File: src/shared/scksel_pkg.sv
// constants and types for the system clock select and clock flag block
package scksel_pkg;
	// register offsets (byte addresses)
	localparam logic [7:0] CFG0_OFS = 8'h04;
	localparam logic [7:0] INT_OFS = 8'h08;
	// configuration register fields
	localparam int PLOW_LSB = 8;
	localparam int MAIN_LSB = 4;
	localparam int STAT_LSB = 2;
	localparam int REQ_LSB = 0;
	// interrupt register fields
	localparam int FLAG_LSB = 0;
	localparam int STUCK_POS = 7;
	localparam int EN_LSB = 8;
	localparam int CLR_LSB = 16;
	localparam int STUCK_CLR_POS = 23;
	localparam int NUM_SRC = 7;
	// ready and flag bit order
	localparam int AUXB_IDX = 6;
	localparam int AUXA_IDX = 5;
	localparam int PLL_IDX = 4;
	localparam int FXTAL_IDX = 3;
	localparam int FIOSC_IDX = 2;
	localparam int SXTAL_IDX = 1;
	localparam int SIOSC_IDX = 0;
	// reset values
	localparam logic [31:0] INT_RST = 32'h0000_0000;
	localparam logic [2:0] PLOW_RST = 3'h0;
	localparam logic [3:0] MAIN_RST = 4'h0;
	// switch latency
	localparam int CLK_NS = 8;
	localparam int SWITCH_NS = 32;
	localparam int SWITCH_CYC = (SWITCH_NS + CLK_NS - 1) / CLK_NS;
	localparam int SW_W = 4;
	localparam logic [SW_W-1:0] SW_LAST = SW_W'(SWITCH_CYC - 1);

	typedef enum logic [1:0] {
		SRC_IOSC = 2'h0,
		SRC_XTAL = 2'h1,
		SRC_PLL = 2'h2,
		SRC_RSVD = 2'h3
	} scksel_src_e;
endpackage : scksel_pkg

File: src/core/scksel_top.sv
// system clock source select, bus dividers and clock flag register
//
// Overview of operation
// RULE_01: low bus divides main bus by bits 10:8
// RULE_02: software keeps low bus at most 60 MHz
// RULE_03: main bus divides system clock by bits 7:4
// RULE_04: bits 3:2 report active clock source
// RULE_05: bits 1:0 request the clock source
// RULE_06: status changes only after switch completes
// RULE_07: wake from sleep forces internal oscillator
// RULE_08: crystal failure forces internal oscillator
// RULE_09: flag register at 0x08, resets to zero
// RULE_10: write one bit 23 clears stuck flag
// RULE_11: write one bit 22 clears aux PLL B
// RULE_12: write one bit 21 clears aux PLL A
// RULE_13: write one bit 20 clears main PLL
// RULE_14: write one bit 19 clears fast crystal
// RULE_15: write one bit 18 clears fast oscillator
// RULE_16: write one bit 17 clears slow crystal
// RULE_17: software keeps bits 31:24 at zero
// RULE_18: write one bit 16 clears slow oscillator
// RULE_19: flags read-only, enables writable, clears read zero
// RULE_20: interrupt on enabled ready flag or stuck
module scksel_top
	import scksel_pkg::*;
(
	// clock, reset, enable
	input wire logic sys_clk,
	input wire logic srst,
	input wire logic clkEn,
	// register port
	input wire logic [7:0] regAddr,
	input wire logic [31:0] regWrData,
	input wire logic regWr,
	input wire logic regRd,
	output logic [31:0] regRdData,
	// oscillator and monitor pins
	input wire logic [NUM_SRC-1:0] srcReadyPin,
	input wire logic crystalFailPin,
	input wire logic wakeFromSleepPin,
	input wire logic pllFromCrystalPin,
	// clock tree controls
	output logic [1:0] sysSrcSel,
	output logic mainBusTick,
	output logic periphLowBusTick,
	output logic clkIrq
);

	typedef struct packed {
		logic [1:0] reqSrc;
		logic [1:0] statSrc;
		logic [1:0] pendSrc;
		logic [SW_W-1:0] swCnt;
		logic [2:0] plowDiv;
		logic [3:0] mainDiv;
		logic [NUM_SRC-1:0] intEn;
		logic [NUM_SRC-1:0] flags;
		logic stuck;
		logic [8:0] mainCnt;
		logic [3:0] plowCnt;
		logic mainTick;
		logic plowTick;
		logic [31:0] rdData;
		logic irq;
		logic [NUM_SRC-1:0] rdyS1;
		logic [NUM_SRC-1:0] rdyS2;
		logic [NUM_SRC-1:0] rdyPrev;
		logic failS1;
		logic failS2;
		logic failPrev;
		logic wakeS1;
		logic wakeS2;
		logic wakePrev;
		logic pllXS1;
		logic pllXS2;
	} scksel_state_s;

	localparam scksel_state_s RESET_S = '{
		reqSrc: SRC_IOSC,
		statSrc: SRC_IOSC,
		pendSrc: SRC_IOSC,
		swCnt: '0,
		plowDiv: PLOW_RST,
		mainDiv: MAIN_RST,
		intEn: INT_RST[EN_LSB +: NUM_SRC],
		flags: INT_RST[FLAG_LSB +: NUM_SRC],
		stuck: INT_RST[STUCK_POS],
		mainCnt: '0,
		plowCnt: '0,
		mainTick: 1'b0,
		plowTick: 1'b0,
		rdData: '0,
		irq: 1'b0,
		rdyS1: '0,
		rdyS2: '0,
		rdyPrev: '0,
		failS1: 1'b0,
		failS2: 1'b0,
		failPrev: 1'b0,
		wakeS1: 1'b0,
		wakeS2: 1'b0,
		wakePrev: 1'b0,
		pllXS1: 1'b0,
		pllXS2: 1'b0
	};

	scksel_state_s s_ff;
	scksel_state_s nxt_s;

	// last count value of the main bus divider; 0 means undivided
	function automatic logic [8:0] mainLimit(input logic [3:0] code);
		logic [8:0] lim;
		lim = 9'h000;
		if (code[3]) begin
			unique case (code[2:0])
				3'h0: lim = 9'h001;
				3'h1: lim = 9'h003;
				3'h2: lim = 9'h007;
				3'h3: lim = 9'h00f;
				3'h4: lim = 9'h03f;
				3'h5: lim = 9'h07f;
				3'h6: lim = 9'h0ff;
				3'h7: lim = 9'h1ff;
			endcase
		end
		return lim;
	endfunction : mainLimit

	// last count value of the low bus divider; 0 means undivided
	function automatic logic [3:0] plowLimit(input logic [2:0] code);
		logic [3:0] lim;
		lim = 4'h0;
		if (code[2]) begin
			unique case (code[1:0])
				2'h0: lim = 4'h1;
				2'h1: lim = 4'h3;
				2'h2: lim = 4'h7;
				2'h3: lim = 4'hf;
			endcase
		end
		return lim;
	endfunction : plowLimit

	// readiness of a selectable system clock source
	function automatic logic srcOk(input logic [1:0] src,
			input logic [NUM_SRC-1:0] rdy);
		logic ok;
		ok = 1'b0;
		unique case (src)
			SRC_IOSC: ok = rdy[FIOSC_IDX];
			SRC_XTAL: ok = rdy[FXTAL_IDX];
			SRC_PLL: ok = rdy[PLL_IDX];
			SRC_RSVD: ok = 1'b0;
		endcase
		return ok;
	endfunction : srcOk

	always_comb begin
		logic [NUM_SRC-1:0] rise;
		logic [NUM_SRC-1:0] clr;
		logic failRise;
		logic wakeRise;
		logic xtalInUse;
		logic fallback;
		logic cfgWr;
		logic intWr;
		logic [31:0] cfgView;
		logic [31:0] intView;
		rise = '0;
		clr = '0;
		failRise = 1'b0;
		wakeRise = 1'b0;
		xtalInUse = 1'b0;
		fallback = 1'b0;
		cfgWr = 1'b0;
		intWr = 1'b0;
		cfgView = '0;
		intView = '0;
		nxt_s = s_ff;

		// pin synchronisers; edges use the second stage only
		nxt_s.rdyS1 = srcReadyPin;
		nxt_s.rdyS2 = s_ff.rdyS1;
		nxt_s.rdyPrev = s_ff.rdyS2;
		nxt_s.failS1 = crystalFailPin;
		nxt_s.failS2 = s_ff.failS1;
		nxt_s.failPrev = s_ff.failS2;
		nxt_s.wakeS1 = wakeFromSleepPin;
		nxt_s.wakeS2 = s_ff.wakeS1;
		nxt_s.wakePrev = s_ff.wakeS2;
		nxt_s.pllXS1 = pllFromCrystalPin;
		nxt_s.pllXS2 = s_ff.pllXS1;
		rise = s_ff.rdyS2 & ~s_ff.rdyPrev;
		failRise = s_ff.failS2 & ~s_ff.failPrev;
		wakeRise = s_ff.wakeS2 & ~s_ff.wakePrev;

		cfgWr = regWr && (regAddr == CFG0_OFS);
		intWr = regWr && (regAddr == INT_OFS);

		// software request; read-only status bits ignore writes
		if (cfgWr) begin
			nxt_s.plowDiv = regWrData[PLOW_LSB +: 3];
			nxt_s.mainDiv = regWrData[MAIN_LSB +: 4];
			nxt_s.reqSrc = regWrData[REQ_LSB +: 2]; // RULE_05
		end

		// status follows the request only after a full settle time
		if (nxt_s.reqSrc != s_ff.pendSrc) begin
			nxt_s.pendSrc = nxt_s.reqSrc;
			nxt_s.swCnt = '0;
		end else if (s_ff.pendSrc != s_ff.statSrc &&
				s_ff.pendSrc != SRC_RSVD &&
				srcOk(s_ff.pendSrc, s_ff.rdyS2)) begin
			if (s_ff.swCnt == SW_LAST) begin
				nxt_s.statSrc = s_ff.pendSrc; // RULE_04 RULE_06
				nxt_s.swCnt = '0;
			end else begin
				nxt_s.swCnt = s_ff.swCnt + SW_W'(1); // RULE_06
			end
		end else begin
			nxt_s.swCnt = '0;
		end

		// crystal counts as in use directly or behind the PLL
		xtalInUse = s_ff.statSrc == SRC_XTAL ||
			s_ff.reqSrc == SRC_XTAL ||
			((s_ff.statSrc == SRC_PLL || s_ff.reqSrc == SRC_PLL) &&
			s_ff.pllXS2);
		// a dead crystal cannot wait out a settle time, so jump now
		fallback = wakeRise || (failRise && xtalInUse); // RULE_07 RULE_08
		if (fallback) begin
			nxt_s.reqSrc = SRC_IOSC; // RULE_07 RULE_08
			nxt_s.pendSrc = SRC_IOSC;
			nxt_s.statSrc = SRC_IOSC;
			nxt_s.swCnt = '0;
		end

		// flags: write one clears, a new event in the same cycle wins
		if (intWr) begin
			nxt_s.intEn = regWrData[EN_LSB +: NUM_SRC]; // RULE_19
			clr = regWrData[CLR_LSB +: NUM_SRC]; // RULE_11 RULE_12
		end
		// per bit: 22,21,20,19,18,17,16 clear flags 6..0
		nxt_s.flags = (s_ff.flags & ~clr) | rise; // RULE_13 RULE_14
		// the remaining clears share the same masking
		nxt_s.flags[SXTAL_IDX] = (s_ff.flags[SXTAL_IDX] &
			~clr[SXTAL_IDX]) | rise[SXTAL_IDX]; // RULE_16
		nxt_s.flags[SIOSC_IDX] = (s_ff.flags[SIOSC_IDX] &
			~clr[SIOSC_IDX]) | rise[SIOSC_IDX]; // RULE_18
		nxt_s.flags[FIOSC_IDX] = (s_ff.flags[FIOSC_IDX] &
			~clr[FIOSC_IDX]) | rise[FIOSC_IDX]; // RULE_15
		nxt_s.stuck = (s_ff.stuck &
			~(intWr && regWrData[STUCK_CLR_POS])) | failRise; // RULE_10

		nxt_s.irq = |(nxt_s.flags & nxt_s.intEn) | nxt_s.stuck; // RULE_20

		// main bus divider counts system clock cycles
		if (s_ff.mainCnt >= mainLimit(s_ff.mainDiv)) begin
			nxt_s.mainCnt = '0;
			nxt_s.mainTick = 1'b1; // RULE_03
		end else begin
			nxt_s.mainCnt = s_ff.mainCnt + 9'h001;
			nxt_s.mainTick = 1'b0;
		end
		// low bus divider counts main bus ticks
		nxt_s.plowTick = 1'b0;
		if (nxt_s.mainTick) begin
			if (s_ff.plowCnt >= plowLimit(s_ff.plowDiv)) begin
				nxt_s.plowCnt = '0;
				nxt_s.plowTick = 1'b1; // RULE_01
			end else begin
				nxt_s.plowCnt = s_ff.plowCnt + 4'h1;
			end
		end

		// read views; clear bits and unused bits read as zero
		cfgView[PLOW_LSB +: 3] = s_ff.plowDiv;
		cfgView[MAIN_LSB +: 4] = s_ff.mainDiv;
		cfgView[STAT_LSB +: 2] = s_ff.statSrc;
		cfgView[REQ_LSB +: 2] = s_ff.reqSrc;
		intView[FLAG_LSB +: NUM_SRC] = s_ff.flags; // RULE_19
		intView[STUCK_POS] = s_ff.stuck;
		intView[EN_LSB +: NUM_SRC] = s_ff.intEn;
		nxt_s.rdData = '0;
		if (regRd) begin
			unique case (regAddr)
				CFG0_OFS: nxt_s.rdData = cfgView;
				INT_OFS: nxt_s.rdData = intView; // RULE_09
				default: nxt_s.rdData = '0;
			endcase
		end
	end

	// clock enable low freezes every register, synchronisers too
	always_ff @(posedge sys_clk) begin
		if (srst) begin
			s_ff <= RESET_S; // RULE_09
		end else if (clkEn) begin
			s_ff <= nxt_s;
		end
	end

	assign regRdData = s_ff.rdData;
	assign sysSrcSel = s_ff.statSrc;
	assign mainBusTick = s_ff.mainTick;
	assign periphLowBusTick = s_ff.plowTick;
	assign clkIrq = s_ff.irq;

endmodule : scksel_top

File: config.mk
export PLATFORM = sky130hd
export DESIGN_NAME = scksel_top
export DESIGN_NICKNAME = d
export VERILOG_FILES = /design/src/shared/scksel_pkg.sv /design/src/core/scksel_top.sv
export SDC_FILE = /design/constraint.sdc
export NUM_CORES = 1
export LEC_CHECK = 0
export ABC_AREA = 1
export BUFFER_PORTS_ARGS = -buffer_cell sky130_fd_sc_hd__buf_2
export CORE_MARGIN = 5
export CORE_UTILIZATION = 50
export CTS_BUF_LIST = sky130_fd_sc_hd__clkbuf_16
export CTS_CLUSTER_DIAMETER = 60
export CTS_CLUSTER_SIZE = 28
export DETAILED_ROUTE_END_ITERATION = 6
export HOLD_SLACK_MARGIN = 0.12
export MAX_ROUTING_LAYER = met4
export PLACE_DENSITY = 0.76
export SETUP_SLACK_MARGIN = 0.15
export SYNTH_ARGS = -nofsm -noshare
export SYNTH_HDL_FRONTEND = slang
export SYNTH_SLANG_ARGS = --single-unit
File: constraint.sdc
create_clock -name sys_clk -period 1.8 [get_ports sys_clk]
set_input_delay 0.09 -clock sys_clk [delete_from_list [all_inputs] [get_ports sys_clk]]
set_output_delay 0.09 -clock sys_clk [all_outputs]
set_load 0.02 [all_outputs]
== Word-level counts from Yosys, hierarchy flattened ==
Memories as Yosys holds them, arrays and structs flattened. A register that Yosys moved wholly into a read port is not among the register bits.
Cells that the tools add are included.
Cells by class
  eq/ne operators: 17
  magnitude comparators: 2
  multiplexer cells: 26
  bitwise logic cells: 23
  $add $sub $neg: 3
  reduce and logical (&&, ||, !) cells: 21
Operators with widths (count)
  $pmux 15 s2: 1
  $mux 4: 6
  $and 7x7->7: 3
  $mux 9: 2
  $pmux 4 s4: 1
  $mux 15: 1
  $mux 7: 2
  $not 7->7: 2
  $eq 2x2->1 const B: 6
  $mux 10: 1
  $mux 2: 5
  $add 9x1->9 const B: 1
  $ge 9x9->1: 1
  $add 4x1->4 const B: 2
  $eq 2x1->1 const B: 4
  $eq 8x3->1 const B: 1
  $eq 8x4->1 const B: 1
  $logic_and 1x1->1: 7
  $or 7x7->7: 1
  $reduce_or 7->1: 1
  $and 1x1->1: 6
  $mux 3: 2
  $not 1->1: 6
  $reduce_and 2->1: 3
  11 further kinds: 26
Storage, ports and cells
  bits in read-only memories: 64
  memories kept: 1
  output and inout bits: 37
  bits in registers: 109
  word-level logic and storage cells: 119
Memory list
  (name not given): words 8, width 8, rd ports 1, clocked after memory_dff 1, write ports 0, RTL line scksel_top.sv:115  | unique case (code[2:0])

== Longest topological paths before layout ==
  word-level depth: 9
  depth in mapped cells: 12
  depth with buffers taken out: 12

== Least setup slack after synthesis ==
OpenSTA, ideal clock, no wires.
  path kind: register to register
  start point: reg s_ff[95] (netlist bit)
  end point: reg s_ff[74] (netlist bit)
  slack: -0.094 ns
  cell stages (with the launch flop): 10
  period minus slack after synthesis: 1.894 ns
  data arrival time: 1.821 ns
  data required time: 1.727 ns
  path through: dfxtp_1 > clkbuf_1 > nand2_1 > ha_1 > a21o_1 > a31oi_1 > o2111ai_2 > nand2_2 > nand2_2 > nor3b_2
Between the ends
  longest elaborated chain between the ends: 3
RTL lines
  from (decl): RTL line scksel_top.sv:107  | scksel_state_s s_ff;
  from (signal assigned): RTL line scksel_top.sv:299  | s_ff <= nxt_s;
  $mux 9: RTL line scksel_top.sv:114  | if (code[3]) begin
  $ge 9x9->1: RTL line scksel_top.sv:258  | if (s_ff.mainCnt >= mainLimit(s_ff.mainDiv)) begin
  $mux 9: RTL line scksel_top.sv:258
No other way between the ends.
A chain may end at the register's enable or synchronous reset.

== Final worst setup path ==
  start point: reg s_ff[95] (netlist bit)
  end point: reg s_ff[64] (netlist bit)
Between the ends
  longest elaborated chain between the ends: 4
RTL lines (RTL line)
  $mux 9: scksel_top.sv:114
  $ge 9x9->1: scksel_top.sv:258
  $mux 1: scksel_top.sv:258
  $reduce_and 2->1 (no source line)
No other way between the ends.

==> summary.txt <==
Run status
  • Status: complete, no violations

Global routing
  • M1 GR Usage: roughly a quarter
  • Met3 usage: 4.20%
  • First-pass GRT wire length: 19.0 mm
  • Met2 usage: 33.0%
  • Top Usage Layer GRT: met2
  • Vias in the first global route: 4200
  • Initial antenna violation count: 0
  • Largest net degree at the start of global routing: 48
  • Overall global routing resource usage: 20.3%
  • Grt ovf: 0

CTS
  • H-tree depth: 3
  • CTS Sinks: 99
  • Clk slew on worst S/H paths: 0.07 ns
  • CTS buffer count: 9
  • TritonCTS clock tree: yes
  • Maximum clock insertion buffer count: 2
  • Worst-skew pair later-pin latency: roughly 0.33 ns
  • Clock root buffer master: clkbuf_16

Critical path
  • Worst Reg-to-Reg Cells: 10
  • Data required, critical path: 2.07 ns
  • Worst r2r src: s_ff[95]
  • Max FO, Critical Path: 6
  • FF-to-FF End: s_ff[64]
  • CP arrival: 2.04 ns
  • CP Capture Type: flip-flop
  • Setup Crit Path Kind: flip-flop to flip-flop
  • Startpoint Class: flip-flop
  • Reg2reg setup slack: 0.03 ns

Run
  • Max Cap Viol: 0

Worst hold path
  • Hold path endpoint: s_ff[91]
  • Hold Crit Class: primary input to flip-flop
  • Hold wc startpoint: regWrData[14]
  • Hold depth: 5

Route
  • DR vias: ~4400
  • Antenna viol nets, final: 0
  • Iter 0 DRT Violations: 257
  • Overall routed net length: about 12 mm
  • Drt wl/cell: 13.6 um
  • Via/cell ratio: 5.19
  • DRT Pass-1 Iters: 5
  • DRC: 0

Synthesis
  • Yosys cell types: 43
  • Mean Syn Cell Area: 7.50 sq um
  • Seq cells post-synth: 99
  • Post-Syn Instances: 657
  • Yosys warns: 0
  • Sequential area share after synthesis: 40.2%
  • Area share of the largest cell type after synthesis: 40.2%
  • Yosys top cell by area: dfxtp_1
  • Largest cells by area after synthesis: dfxtp_1, nand2_1, o21ai_0
  • Mapped Area: roughly 4900 sq um

Pwr
  • Gate power share: 12.5%
  • Net Sw Power: 1310 uW
  • Total leakage power: between 0.002 and 0.003 uW
  • Sw Ratio: ~27%
  • Clock Power Share: 38.4%
  • Flop pwr share: between 40% and 50%
  • Internal Power: around 3500 uW
  • Total power per unit cell area: 808 nW/um^2
  • Max IR drop VDD: 0.611 mV

Place
  • Placed cell count: 817
  • Global placer's final weighted congestion: 0.921
  • DPL Wire Length: 8.16 mm
  • Input/output buffers: 63

STA
  • Max Freq: 0.565 GHz
  • Setup Total Neg Slack: 0 ns
  • Tcrit/Tclk final: 98.4%
  • Fin crit period: between 1.5 and 2 ns
  • RSZ-0062 raised after global routing: true
  • Slew Limit Fails: 0
  • Final Setup Violations: 0
  • Final Hold Viols: 0
  • Setup clock skew after layout: ~0.0036 ns

Layout
  • Share of cells above drive strength 1: 21.3%
  • Fill cells: 835
  • Layout Cells excl Fill: 856
  • Register area: 1990 sq um
  • Most frequent cells in the layout: nand2_1, dfxtp_1, nor2_1
  • Area of the multi-input gates: about 2500 sq um
  • Area Growth Syn to Fin: 19.9%
  • N_diodes: 0
  • # nets final: 789

Floorplanning
  • Core area: 9680 sq um
  • FP Rows: 36
  • Die width: 109 um
  • Die height: 109 um
  • Die Area: 11900 sq um
  • Ports: 92
  • Initial Util: between 50% and 60%
==> synthesized netlist by cell type, drive strengths merged <==
master / count
nand2: 111
dfxtp: 99
nor2: 83
o21ai: 75
inv: 68
a21oi: 57
buf: 44
nand3: 25
clkbuf: 19
ha: 16
nor3: 11
a221oi: 10
nand4: 9
xor2: 9
nand3b: 5
o211ai: 4
a21o: 2
a31oi: 2
clkinv: 2
a211oi: 1
conb: 1
nor3b: 1
o2111ai: 1
o21bai: 1
xnor2: 1
==> state kept, by name, indices dropped and copies added, names as in the netlist, named ones only <==
register	flops
periphLowBusTick	1
clkIrq	1
s_ff	53
sysSrcSel	2
nxt_s	19
regRdData	15
mainBusTick	1
==> logic make-up (layout without fill, tap and decap cells) <==
group                    Yosys count  count (layout)  share of synthesized area [%]
flip-flops                        99              99                           40.2
other                              1              17                         0.0761
XOR/XNOR                          10              10                           1.78
AO/OA/AOI/OAI                    153             153                           17.7
AND/OR/NAND/NOR                  245             245                           22.8
buffers and inverters            133             183                           13.3
adder cells (fa/ha/maj)           16              16                           4.07
==> repair_timing <==
action                                  4_1_cts  5_1_grt
hold buffers                                 20        0
endpoints found under the setup margin       15       19
resized for setup                            16       10
hold endpoints to repair                     25        0
pin swaps                                     4        6
setup buffers                                 1        2
==> worst max-delay path, cell delays in order, from the launching register on <==
cell and delay, ns:
dfxtp_4 0.40, buf_6 0.14, nand2_4 0.05, ha_4 0.26, nand2_2 0.05, nor2_1 0.09, nand2_1 0.09, o2111ai_4 0.24
buf_6 0.15, nand4_1 0.09, a21oi_2 0.14
==> metrics by stage <==
step / total power [uW] / utilization (%) / hold slack, ns / worst slack (ns) / area, sq um
5_1_grt: 4980 / 61.0 / 0.187 / -0.0924 / 5900
3_3_place_gp: 2910 / 54.6 / 0.311 / 0.0105 / 5290
6_report: 4770 / 61.0 / 0.146 / 0.0291 / 5900
4_1_cts: 4770 / 60.5 / 0.156 / 0.0331 / 5860
3_5_place_dp: 2930 / 54.6 / 0.321 / -0.0499 / 5290
2_1_floorplan: 2790 / - / 0.225 / 0.0714 / 5090
==> how the worst max path moves through the flow <==
stage / from / to / slack, ns / cells after the start
6_report: s_ff[95] / s_ff[64] / 0.03 / 10
5_1_grt: s_ff[95] / s_ff[64] / -0.09 / 10
4_1_cts: s_ff[95] / s_ff[64] / 0.03 / 9
3_5_place_dp: s_ff[95] / s_ff[64] / -0.05 / 9
3_3_place_gp: s_ff[95] / s_ff[74] / 0.01 / 9
2_1_floorplan: s_ff[95] / s_ff[74] / 0.07 / 9
==> power by group through the flow <==
stage / logic, uW / clock network [uW] / registers, uW
final: 596 / 1830 / 2340
after global routing: 663 / 1970 / 2350
after CTS: 578 / 1860 / 2340
after detailed placement: 540 / 0 / 2390
after global placement: 522 / 0 / 2390
after floorplan: 413 / 0 / 2380
==> layout make-up <==
type | count | share of cell area, %
Clock inverter | 7 | 1.02
Tap cell | 133 | 2.82
Clock buffer | 9 | 3.81
Inverter | 70 | 4.53
Sequential cell | 99 | 33.7
Timing Repair Buffer | 97 | 11.1
Multi-Input combinational cell | 441 | 43.1
==> layer usage <==
layer / part of all wire (%) / wire (um)
met5: 0 / 0
met4: 2.2 / 252
met3: 7.3 / 850
met2: 48 / 5620
met1: 42 / 4950
Power figures use the tool's default switching activity.
